[config.mk]
export PLATFORM = sky130hd
export DESIGN_NAME = spfc_ctrl
export DESIGN_NICKNAME = d
export VERILOG_FILES = /design/src/spfc_baud.v /design/src/spfc_ctrl.v /design/src/spfc_fifo.v
export VERILOG_INCLUDE_DIRS = /design/src /design/src/pkg
export SDC_FILE = /design/constraint.sdc
export NUM_CORES = 1
export LEC_CHECK = 0
export ABC_AREA = 1
export BUFFER_PORTS_ARGS = -buffer_cell sky130_fd_sc_hd__buf_4
export CAP_MARGIN = 30
export CORE_ASPECT_RATIO = 1.4
export CORE_MARGIN = 2
export CORE_UTILIZATION = 40
export DETAILED_ROUTE_END_ITERATION = 16
export PLACE_DENSITY = 0.54
export RECOVER_POWER = 100
export SETUP_SLACK_MARGIN = 0.5
export SLEW_MARGIN = 20
export SYNTH_ARGS = -nofsm -noshare
export SYNTH_HDL_FRONTEND = slang
export SYNTH_SLANG_ARGS = --single-unit
[constraint.sdc]
create_clock -name core_clk -period 4.7 [get_ports core_clk]
set_clock_uncertainty 0.05 [all_clocks]
set_input_delay 0.47 -clock core_clk [delete_from_list [all_inputs] [get_ports core_clk]]
set_output_delay 0.47 -clock core_clk [all_outputs]
set_load 0.05 [all_outputs]
[src/pkg/spfc_consts.vh]
// Constants of the framed serial port control block
`ifndef SPFC_CONSTS_VH
`define SPFC_CONSTS_VH

// ****************************************
// Register map
// ****************************************
`define SPFC_ADR_CTRL 4'h0
`define SPFC_ADR_DATA 4'h4
`define SPFC_ADR_STAT 4'h8
`define SPFC_ADR_AUX 4'hC
`define SPFC_CTRL_RST 32'h0000_0000
`define SPFC_CTRL_WMASK 32'hFF83_BFFF
`define SPFC_AUX_RST 32'h0000_0000
`define SPFC_AUX_WMASK 32'h0001_FFFF
`define SPFC_LOCK_MASK 32'h0081_0000

// ****************************************
// Control and aux fields
// ****************************************
`define SPFC_B_FRAMED 31
`define SPFC_B_SYNC_DIR 30
`define SPFC_B_SYNC_POL 29
`define SPFC_B_AUTO_SEL 28
`define SPFC_B_PULSE_W 27
`define SPFC_F_COUNT 26:24
`define SPFC_B_CLK_SEL 23
`define SPFC_B_ENH_BUF 16
`define SPFC_B_ON 15
`define SPFC_B_EDGE 8
`define SPFC_B_IDLE_POL 6
`define SPFC_B_MASTER 5
`define SPFC_F_DIV 15:0
`define SPFC_B_AUDIO 16

// ****************************************
// Shifter states
// ****************************************
`define SPFC_ST_IDLE 2'h0
`define SPFC_ST_WAIT 2'h1
`define SPFC_ST_SHIFT 2'h2

`endif

[src/spfc_baud.v]
// Baud generator: half-period ticks from the selected source tick
`timescale 1ns/1ps
`default_nettype none
module spfc_baud #(
  parameter DIV_W = 16
) (
  input wire core_clk,
  input wire sys_rst,
  input wire run,
  input wire src_sel,
  input wire ref_tick,
  input wire pb2_tick,
  input wire [DIV_W-1:0] divisor,
  output wire half_tick
);
  reg [DIV_W-1:0] cnt_q;
  wire src_tick;

  // Reference clock output or bus clock two feeds the count
  assign src_tick = src_sel ? ref_tick : pb2_tick;
  assign half_tick = run & src_tick & (cnt_q == divisor);

  always @(posedge core_clk or posedge sys_rst) begin
    if (sys_rst) begin
      cnt_q <= {DIV_W{1'b0}};
    end else if (!run || half_tick) begin
      cnt_q <= {DIV_W{1'b0}};
    end else if (src_tick) begin
      cnt_q <= cnt_q + 1'b1;
    end
  end
endmodule // spfc_baud
`default_nettype wire

[src/spfc_ctrl.v]
// Framed serial port: control registers, Wishbone slave and master shifter
//
// Implementation choices: the register offsets and register access over Wishbone.
`include "spfc_consts.vh"
`timescale 1ns/1ps
`default_nettype none
module spfc_ctrl #(
  parameter DATA_W = 8,
  parameter FIFO_DEPTH = 16,
  parameter FIFO_AW = 4
) (
  input wire core_clk,
  input wire sys_rst,
  input wire wb_cyc_i,
  input wire wb_stb_i,
  input wire wb_we_i,
  input wire [3:0] wb_adr_i,
  input wire [3:0] wb_sel_i,
  input wire [31:0] wb_dat_i,
  output reg [31:0] wb_dat_o,
  output reg wb_ack_o,
  input wire ref_clk_tick,
  input wire pb2_tick,
  input wire pps_sdo_route,
  output reg sclk_o,
  output wire sdo_o,
  output wire sdo_oe,
  input wire sdi_i,
  input wire ss_i,
  output reg ss_o,
  output reg ss_oe
);
  // ****************************************
  // Helpers
  // ****************************************
  function [31:0] merge;
    input [31:0] old_v;
    input [31:0] new_v;
    input [3:0] sel;
    input [31:0] wmask;
    reg [31:0] lane;
    begin
      lane = {{8{sel[3]}}, {8{sel[2]}}, {8{sel[1]}}, {8{sel[0]}}} & wmask;
      merge = (old_v & ~lane) | (new_v & lane);
    end
  endfunction

  // Last index of a character group
  function [4:0] group_last;
    input [2:0] code;
    begin
      case (code)
        3'h1: group_last = 5'h01;
        3'h2: group_last = 5'h03;
        3'h3: group_last = 5'h07;
        3'h4: group_last = 5'h0F;
        3'h5: group_last = 5'h1F;
        default: group_last = 5'h00;
      endcase
    end
  endfunction

  // ****************************************
  // Registers and decode
  // ****************************************
  reg [31:0] ctrl_q;
  reg [31:0] aux_q;
  reg [DATA_W-1:0] rx_data_q;
  reg rx_valid_q;
  reg overrun_q;
  reg [1:0] state_q;
  reg [DATA_W-1:0] tx_sh_q;
  reg [DATA_W-1:0] rx_sh_q;
  reg [4:0] bit_q;
  reg phase_q;
  reg [4:0] grp_q;
  reg sync_char_q;

  wire req;
  wire wr_ctrl;
  wire wr_aux;
  wire wr_data;
  wire rd_data;
  wire push_ok;
  wire ack_d;
  wire [31:0] ctrl_new;
  wire [31:0] rd_mux;

  wire on = ctrl_q[`SPFC_B_ON];
  wire framed = ctrl_q[`SPFC_B_FRAMED];
  wire sync_in = ctrl_q[`SPFC_B_SYNC_DIR];
  wire sync_pol = ctrl_q[`SPFC_B_SYNC_POL];
  wire auto_sel = ctrl_q[`SPFC_B_AUTO_SEL];
  wire pulse_w = ctrl_q[`SPFC_B_PULSE_W];
  wire master = ctrl_q[`SPFC_B_MASTER];
  wire enh_buf = ctrl_q[`SPFC_B_ENH_BUF];
  wire idle_pol = ctrl_q[`SPFC_B_IDLE_POL] | aux_q[`SPFC_B_AUDIO];
  wire edge_late = ctrl_q[`SPFC_B_EDGE] & ~framed;

  wire fifo_in_ready;
  wire fifo_out_valid;
  wire [DATA_W-1:0] fifo_out_data;
  wire [FIFO_AW:0] fifo_level;
  wire fifo_pop;
  wire half_tick;

  assign req = wb_cyc_i & wb_stb_i;
  assign wr_ctrl = req & wb_we_i & (wb_adr_i == `SPFC_ADR_CTRL);
  assign wr_aux = req & wb_we_i & (wb_adr_i == `SPFC_ADR_AUX);
  assign wr_data = req & wb_we_i & (wb_adr_i == `SPFC_ADR_DATA);
  assign rd_data = req & ~wb_we_i & (wb_adr_i == `SPFC_ADR_DATA);

  // Without the enhanced buffer only one word may wait
  assign push_ok = fifo_in_ready & (enh_buf | (fifo_level == {(FIFO_AW+1){1'b0}}));

  // Data writes stall while the port runs and the buffer is full
  assign ack_d = req & ~wb_ack_o & ~(wr_data & on & ~push_ok);

  // Bits 22..18 are masked out of every write
  assign ctrl_new = merge(ctrl_q, wb_dat_i, wb_sel_i, `SPFC_CTRL_WMASK);

  assign rd_mux = (wb_adr_i == `SPFC_ADR_CTRL) ? ctrl_q :
                  (wb_adr_i == `SPFC_ADR_AUX) ? aux_q :
                  (wb_adr_i == `SPFC_ADR_DATA) ? {{(32-DATA_W){1'b0}}, rx_data_q} :
                  (wb_adr_i == `SPFC_ADR_STAT) ?
                    {{(26-FIFO_AW){1'b0}}, fifo_level, overrun_q,
                     (state_q != `SPFC_ST_IDLE), ~fifo_in_ready,
                     ~fifo_out_valid, rx_valid_q} :
                  32'h0000_0000;

  // ****************************************
  // Wishbone slave
  // ****************************************
  always @(posedge core_clk or posedge sys_rst) begin
    if (sys_rst) begin
      wb_ack_o <= 1'b0;
      wb_dat_o <= 32'h0000_0000;
      ctrl_q <= `SPFC_CTRL_RST;
      aux_q <= `SPFC_AUX_RST;
    end else begin
      wb_ack_o <= ack_d;
      if (ack_d & ~wb_we_i) begin
        wb_dat_o <= rd_mux;
      end
      if (ack_d & wr_ctrl) begin
        // Clock select and buffer enable hold while the port is on
        if (on) begin
          ctrl_q <= (ctrl_new & ~`SPFC_LOCK_MASK) | (ctrl_q & `SPFC_LOCK_MASK);
        end else begin
          ctrl_q <= ctrl_new;
        end
      end
      if (ack_d & wr_aux) begin
        aux_q <= merge(aux_q, wb_dat_i, wb_sel_i, `SPFC_AUX_WMASK);
      end
    end
  end

  // ****************************************
  // Transmit buffer and baud source
  // ****************************************
  spfc_fifo #(
    .WIDTH(DATA_W),
    .DEPTH(FIFO_DEPTH),
    .AW(FIFO_AW)
  ) u_fifo (
    .core_clk(core_clk),
    .sys_rst(sys_rst),
    .in_valid(ack_d & wr_data & on & push_ok),
    .in_ready(fifo_in_ready),
    .in_data(wb_dat_i[DATA_W-1:0]),
    .out_valid(fifo_out_valid),
    .out_ready(fifo_pop),
    .out_data(fifo_out_data),
    .level(fifo_level)
  );

  spfc_baud #(
    .DIV_W(16)
  ) u_baud (
    .core_clk(core_clk),
    .sys_rst(sys_rst),
    .run(state_q == `SPFC_ST_SHIFT),
    .src_sel(ctrl_q[`SPFC_B_CLK_SEL]),
    .ref_tick(ref_clk_tick),
    .pb2_tick(pb2_tick),
    .divisor(aux_q[`SPFC_F_DIV]),
    .half_tick(half_tick)
  );

  // ****************************************
  // Character framing and shifter
  // ****************************************
  // Shifter only drains while the port is an enabled master
  assign fifo_pop = (state_q == `SPFC_ST_IDLE) & on & master & fifo_out_valid;

  // Legacy disable bits are stored only; pin routing decides
  assign sdo_oe = pps_sdo_route;
  assign sdo_o = tx_sh_q[DATA_W-1];

  wire [DATA_W-1:0] rx_in = {rx_sh_q[DATA_W-2:0], sdi_i};
  wire last_bit = (bit_q == DATA_W[4:0] - 5'h01);
  wire group_start = framed & (grp_q == 5'h00);
  wire sync_seen = (ss_i == sync_pol);
  wire busy = (state_q != `SPFC_ST_IDLE);
  // One character wide or one serial clock wide
  wire sync_act = sync_char_q & (state_q == `SPFC_ST_SHIFT) &
                  (pulse_w | (bit_q == 5'h00));
  wire rx_take = (state_q == `SPFC_ST_SHIFT) & half_tick & phase_q & last_bit;

  always @(posedge core_clk or posedge sys_rst) begin
    if (sys_rst) begin
      state_q <= `SPFC_ST_IDLE;
      tx_sh_q <= {DATA_W{1'b0}};
      rx_sh_q <= {DATA_W{1'b0}};
      bit_q <= 5'h00;
      phase_q <= 1'b0;
      grp_q <= 5'h00;
      sync_char_q <= 1'b0;
      sclk_o <= 1'b0;
    end else begin
      case (state_q)
        `SPFC_ST_IDLE: begin
          sclk_o <= idle_pol;
          bit_q <= 5'h00;
          phase_q <= 1'b0;
          if (!framed) begin
            grp_q <= 5'h00;
          end
          if (fifo_pop) begin
            tx_sh_q <= fifo_out_data;
            sync_char_q <= group_start;
            if (framed) begin
              grp_q <= (grp_q >= group_last(ctrl_q[`SPFC_F_COUNT])) ?
                       5'h00 : grp_q + 5'h01;
            end
            // Slave sync waits for the partner's pulse at a group start
            if (group_start & sync_in) begin
              state_q <= `SPFC_ST_WAIT;
            end else begin
              state_q <= `SPFC_ST_SHIFT;
            end
          end
        end
        `SPFC_ST_WAIT: begin
          if (!on || !framed) begin
            state_q <= `SPFC_ST_IDLE;
          end else if (sync_seen) begin
            state_q <= `SPFC_ST_SHIFT;
          end
        end
        `SPFC_ST_SHIFT: begin
          if (!on) begin
            state_q <= `SPFC_ST_IDLE;
          end else if (half_tick) begin
            if (!phase_q) begin
              phase_q <= 1'b1;
              sclk_o <= ~idle_pol;
              if (!edge_late) begin
                rx_sh_q <= rx_in;
              end
            end else begin
              phase_q <= 1'b0;
              sclk_o <= idle_pol;
              if (edge_late) begin
                rx_sh_q <= rx_in;
              end
              tx_sh_q <= {tx_sh_q[DATA_W-2:0], 1'b0};
              if (last_bit) begin
                state_q <= `SPFC_ST_IDLE;
              end else begin
                bit_q <= bit_q + 5'h01;
              end
            end
          end
        end
        default: begin
          state_q <= `SPFC_ST_IDLE;
        end
      endcase
    end
  end

  // ****************************************
  // Receive word and flags
  // ****************************************
  // A new word landing in the read cycle keeps the flag set
  // Overrun set beats a clear written in the same cycle
  always @(posedge core_clk or posedge sys_rst) begin
    if (sys_rst) begin
      rx_data_q <= {DATA_W{1'b0}};
      rx_valid_q <= 1'b0;
      overrun_q <= 1'b0;
    end else begin
      if (ack_d & wr_ctrl & ~wb_dat_i[`SPFC_B_ON] & wb_sel_i[1]) begin
        overrun_q <= 1'b0;
      end
      if (rx_take) begin
        rx_data_q <= edge_late ? rx_in : rx_sh_q;
        rx_valid_q <= 1'b1;
        if (rx_valid_q & ~(ack_d & rd_data)) begin
          overrun_q <= 1'b1;
        end
      end else if (ack_d & rd_data) begin
        rx_valid_q <= 1'b0;
      end
    end
  end

  // ****************************************
  // Slave select and frame sync pin
  // ****************************************
  // Sync and select levels both follow the polarity bit
  always @(posedge core_clk or posedge sys_rst) begin
    if (sys_rst) begin
      ss_o <= 1'b1;
      ss_oe <= 1'b0;
    end else if (on & framed) begin
      ss_oe <= ~sync_in;
      ss_o <= sync_act ? sync_pol : ~sync_pol;
    end else if (on & master & auto_sel) begin
      ss_oe <= 1'b1;
      ss_o <= busy ? sync_pol : ~sync_pol;
    end else begin
      ss_oe <= 1'b0;
      ss_o <= ~sync_pol;
    end
  end
endmodule // spfc_ctrl
`default_nettype wire

[src/spfc_fifo.v]
// Transmit word FIFO with valid and ready on both sides
`timescale 1ns/1ps
`default_nettype none
module spfc_fifo #(
  parameter WIDTH = 8,
  parameter DEPTH = 16,
  parameter AW = 4
) (
  input wire core_clk,
  input wire sys_rst,
  input wire in_valid,
  output wire in_ready,
  input wire [WIDTH-1:0] in_data,
  output wire out_valid,
  input wire out_ready,
  output wire [WIDTH-1:0] out_data,
  output wire [AW:0] level
);
  reg [WIDTH-1:0] mem [0:DEPTH-1];
  reg [AW-1:0] wr_q;
  reg [AW-1:0] rd_q;
  reg [AW:0] cnt_q;
  wire push;
  wire pop;

  assign in_ready = (cnt_q != DEPTH[AW:0]);
  assign out_valid = (cnt_q != {(AW+1){1'b0}});
  assign out_data = mem[rd_q];
  assign level = cnt_q;
  assign push = in_valid & in_ready;
  assign pop = out_valid & out_ready;

  always @(posedge core_clk) begin
    if (push) begin
      mem[wr_q] <= in_data;
    end
  end

  always @(posedge core_clk or posedge sys_rst) begin
    if (sys_rst) begin
      wr_q <= {AW{1'b0}};
      rd_q <= {AW{1'b0}};
      cnt_q <= {(AW+1){1'b0}};
    end else begin
      if (push) begin
        wr_q <= (wr_q == DEPTH[AW-1:0] - 1'b1) ? {AW{1'b0}} : wr_q + 1'b1;
      end
      if (pop) begin
        rd_q <= (rd_q == DEPTH[AW-1:0] - 1'b1) ? {AW{1'b0}} : rd_q + 1'b1;
      end
      if (push & ~pop) begin
        cnt_q <= cnt_q + 1'b1;
      end else if (pop & ~push) begin
        cnt_q <= cnt_q - 1'b1;
      end
    end
  end
endmodule // spfc_fifo
`default_nettype wire
==> results.cfg <==
[setup_path]
crit_slowest_cell = nor2_1
critical_path_class = reg -> reg
cp_common_cell = nand2_1
cp_max_fo = 15
crit_required_ns = 5.06
startpoint_type = flip-flop
worstPathArrival_ns = 3.71
endpoint_kind = flip-flop
crit_chain = clkinv_1, nor2_1, nand2_1, nor2_1, nand2_1, nor2_1, nand3_1, nand2_1, nand4_1, nand2_1, nand2_1
critPathMaxStageDelay_ns = 0.97

[global_routing]
grt-busiest-layer = met2
met2_usage_pct = 35.49
use_met1_pct = 23.45
grt_max_degree = 144
grt_usage_pct = 19.70
grt_pass1_wl_um = 52820
grt_antenna_before_repair = 0
gr-total-overflow = 0
grt_pass1_vias = 10010
grt_use_met3_pct = 2.399

[power_and_ir_drop]
leakagePower_nw = 6.831
peakVddDrop_mv = 0.2447
p_total_mw = 6.271
power_density_nw_per_um2 = 427.1

[cts]
cts_made_buffers = 27
cts_sinks = 271
path_clk_slew_ns = 0.07
postCtsSetupRepairBufs = 0
cts_hold_buf = 0
clk_latency_ns = 0.55
root_buffer = clkbuf_16
cts_max_level = 1
clockBufferDepth = 3
postCtsResizedCells = 0
cts_tree = yes

[timing]
slew_violations = 0
setup_slack_ns = 1.356
fmax_mhz = 299.1
worstMarginPinSlew_ns = 1.291
finalSetupTns_ns = 0
rsz0062_at_grt = no
setup_viol_count_final = 0
fin_crit_sh_pct = 71.15
fin_crit_ns = 3.344
holdWs_ns = 0.07150
hold_violations = 0
relSlewSlack_pct = 13.64

[detailed_routing]
drcViolationCount = 0
vias = 9813
ant_nets = 0
dr.pass1.iters = 5
drtIter0Drc = 513
via_per_inst = 4.839
drt_wl_total_um = 32750
wl_per_cell_um = 16.15

[worst_hold_path]
worstHoldPathType = in -> reg

[yosys]
synth-edff-count = 128
yosysWarnings = 0
postSynthCellCount = 1504
synth_cell_types = 53
synthArstFlopShare_pct = 52.77
ys_ff_latch = 271
syn_avg_cell_area_um2 = 8.741
synth_seq_area_share_pct = 56.47
synth_flop_cell = dfrtp_1
synth_area_um2 = 13150

[run_status]
status = finished, final reports clean

[die]
rows = 78
initial_core_util_pct = 40.57
core_area_um2 = 32400
io_pins = 88
die_h_um = 218.5
design.die.area_um2 = 34350
die_w_um = 157.2

[placed_design]
gp_congestion = 0.8812
place_hpwl_um = 23010
dpl_worst_slack_ns = 1.565
placed_cell_area_um2 = 14070
portBuffers = 75
dp.cells = 1979

[job]
cap_viol_max_count = 0

[layout]
final_net_count = 1640
layout.cells.non_filler = 2028
syn_to_final_growth_pct = 11.69
drive_above_1_share_pct = 6.360
postLayoutCellArea_um2 = 14680
fin_util_pct = 45.32
diodes = 0
==> final timing paths <==
check                                          from                    endpoint  slack, ns  depth (start not counted)
setup / recovery             state_q[1]$_DFFE_PP0P_      tx_sh_q[4]$_DFFE_PP0P_       1.36                         11
hold / removal                         wb_dat_i[14]                   flip-flop       0.07                          3
setup reg to reg             state_q[1]$_DFFE_PP0P_      tx_sh_q[4]$_DFFE_PP0P_       1.36                         11
hold reg to reg            wb_dat_o[10]$_DFFE_PP0P_    wb_dat_o[10]$_DFFE_PP0P_       0.42                          2
max in group asynchronous                   sys_rst  asynchronous set/reset pin       3.78                          3
min in group asynchronous                   sys_rst    wb_dat_o[29]$_DFFE_PP0P_       0.08                          3
==> metal layers <==
metal,wire (µm),part of all wire (%)
met5,0,0
met4,1332,4.1
met2,16640,51
met1,13550,41
met3,1227,3.7
==> Yosys cell counts, types with 4 or more instances <==
cell | number | share of area [%]
nor2_1 | 102 | 2.9
nor2_2 | 4 | 0.19
nand4_1 | 17 | 0.81
ha_1 | 21 | 2.0
nand2_1 | 519 | 15
dfrtp_1 | 142 | 27
nand3_2 | 4 | 0.30
buf_2 | 21 | 0.80
inv_1 | 184 | 5.3
buf_6 | 4 | 0.34
clkbuf_1 | 13 | 0.37
o21ai_0 | 58 | 2.2
inv_2 | 11 | 0.31
mux2i_1 | 9 | 0.69
nand2_2 | 6 | 0.29
o21ai_2 | 5 | 0.33
clkinv_1 | 4 | 0.11
o21ai_1 | 18 | 0.69
o2111ai_1 | 6 | 0.40
nor3b_1 | 4 | 0.23
nand3_1 | 126 | 4.8
a21oi_1 | 23 | 0.88
buf_4 | 9 | 0.51
nor3_1 | 13 | 0.49
xor2_1 | 14 | 0.93
edfxtp_1 | 128 | 29
==> cells by family after synthesis <==
| family | Yosys count | synth area share, % |
|---|---|---|
| compound gates | 124 | 5.349 |
| xor+xnor | 17 | 1.133 |
| fa+ha+maj | 22 | 2.151 |
| buf+inv | 250 | 7.871 |
| flops | 271 | 56.47 |
| mux | 9 | 0.6853 |
| other cells | 1 | 0.02853 |
| simple gates | 810 | 26.32 |
==> placed cells by master, fill, tap and decap left out, types with 4 or more instances in the layout <==
master       n
nand2_1    523
inv_1      186
dfrtp_1    141
nand3_1    129
edfxtp_1   128
nor2_1     105
o21ai_0     75
clkbuf_1    46
buf_4       37
clkbuf_16   27
nand4_1     23
a21oi_1     23
ha_1        21
nor3_1      14
xor2_1      14
clkinv_1    10
mux2i_1      9
inv_2        7
o2111ai_1    6
o21ai_1      5
conb_1       5
bufinv_16    5
nor3b_1      4
==> final cells by class <==
class                   instances  area [µm²]
well taps                     440       550.5
flip-flops and latches        271        7425
inverters                     201       758.2
fillers                      3264       17720
repair buffers                 80       475.5
multi-input cells             987        4564
clock buffers                  33       698.2
clock inverters                16       211.5
==> where the power goes <==
group	switching, mW	internal, mW	leakage [nW]
logic	0.947	0.374	3.35
registers	0.0982	2.60	3.04
clock network	0.915	1.33	0.435
==> worst max-delay path, delay by kind of cell (launching register included) <==
kind | cells | cell delay, ns
simple gates | 10 | 2.68
flops | 1 | 0.40
buf+inv | 1 | 0.10
Note: power is estimated with default switching activity, not from simulation.
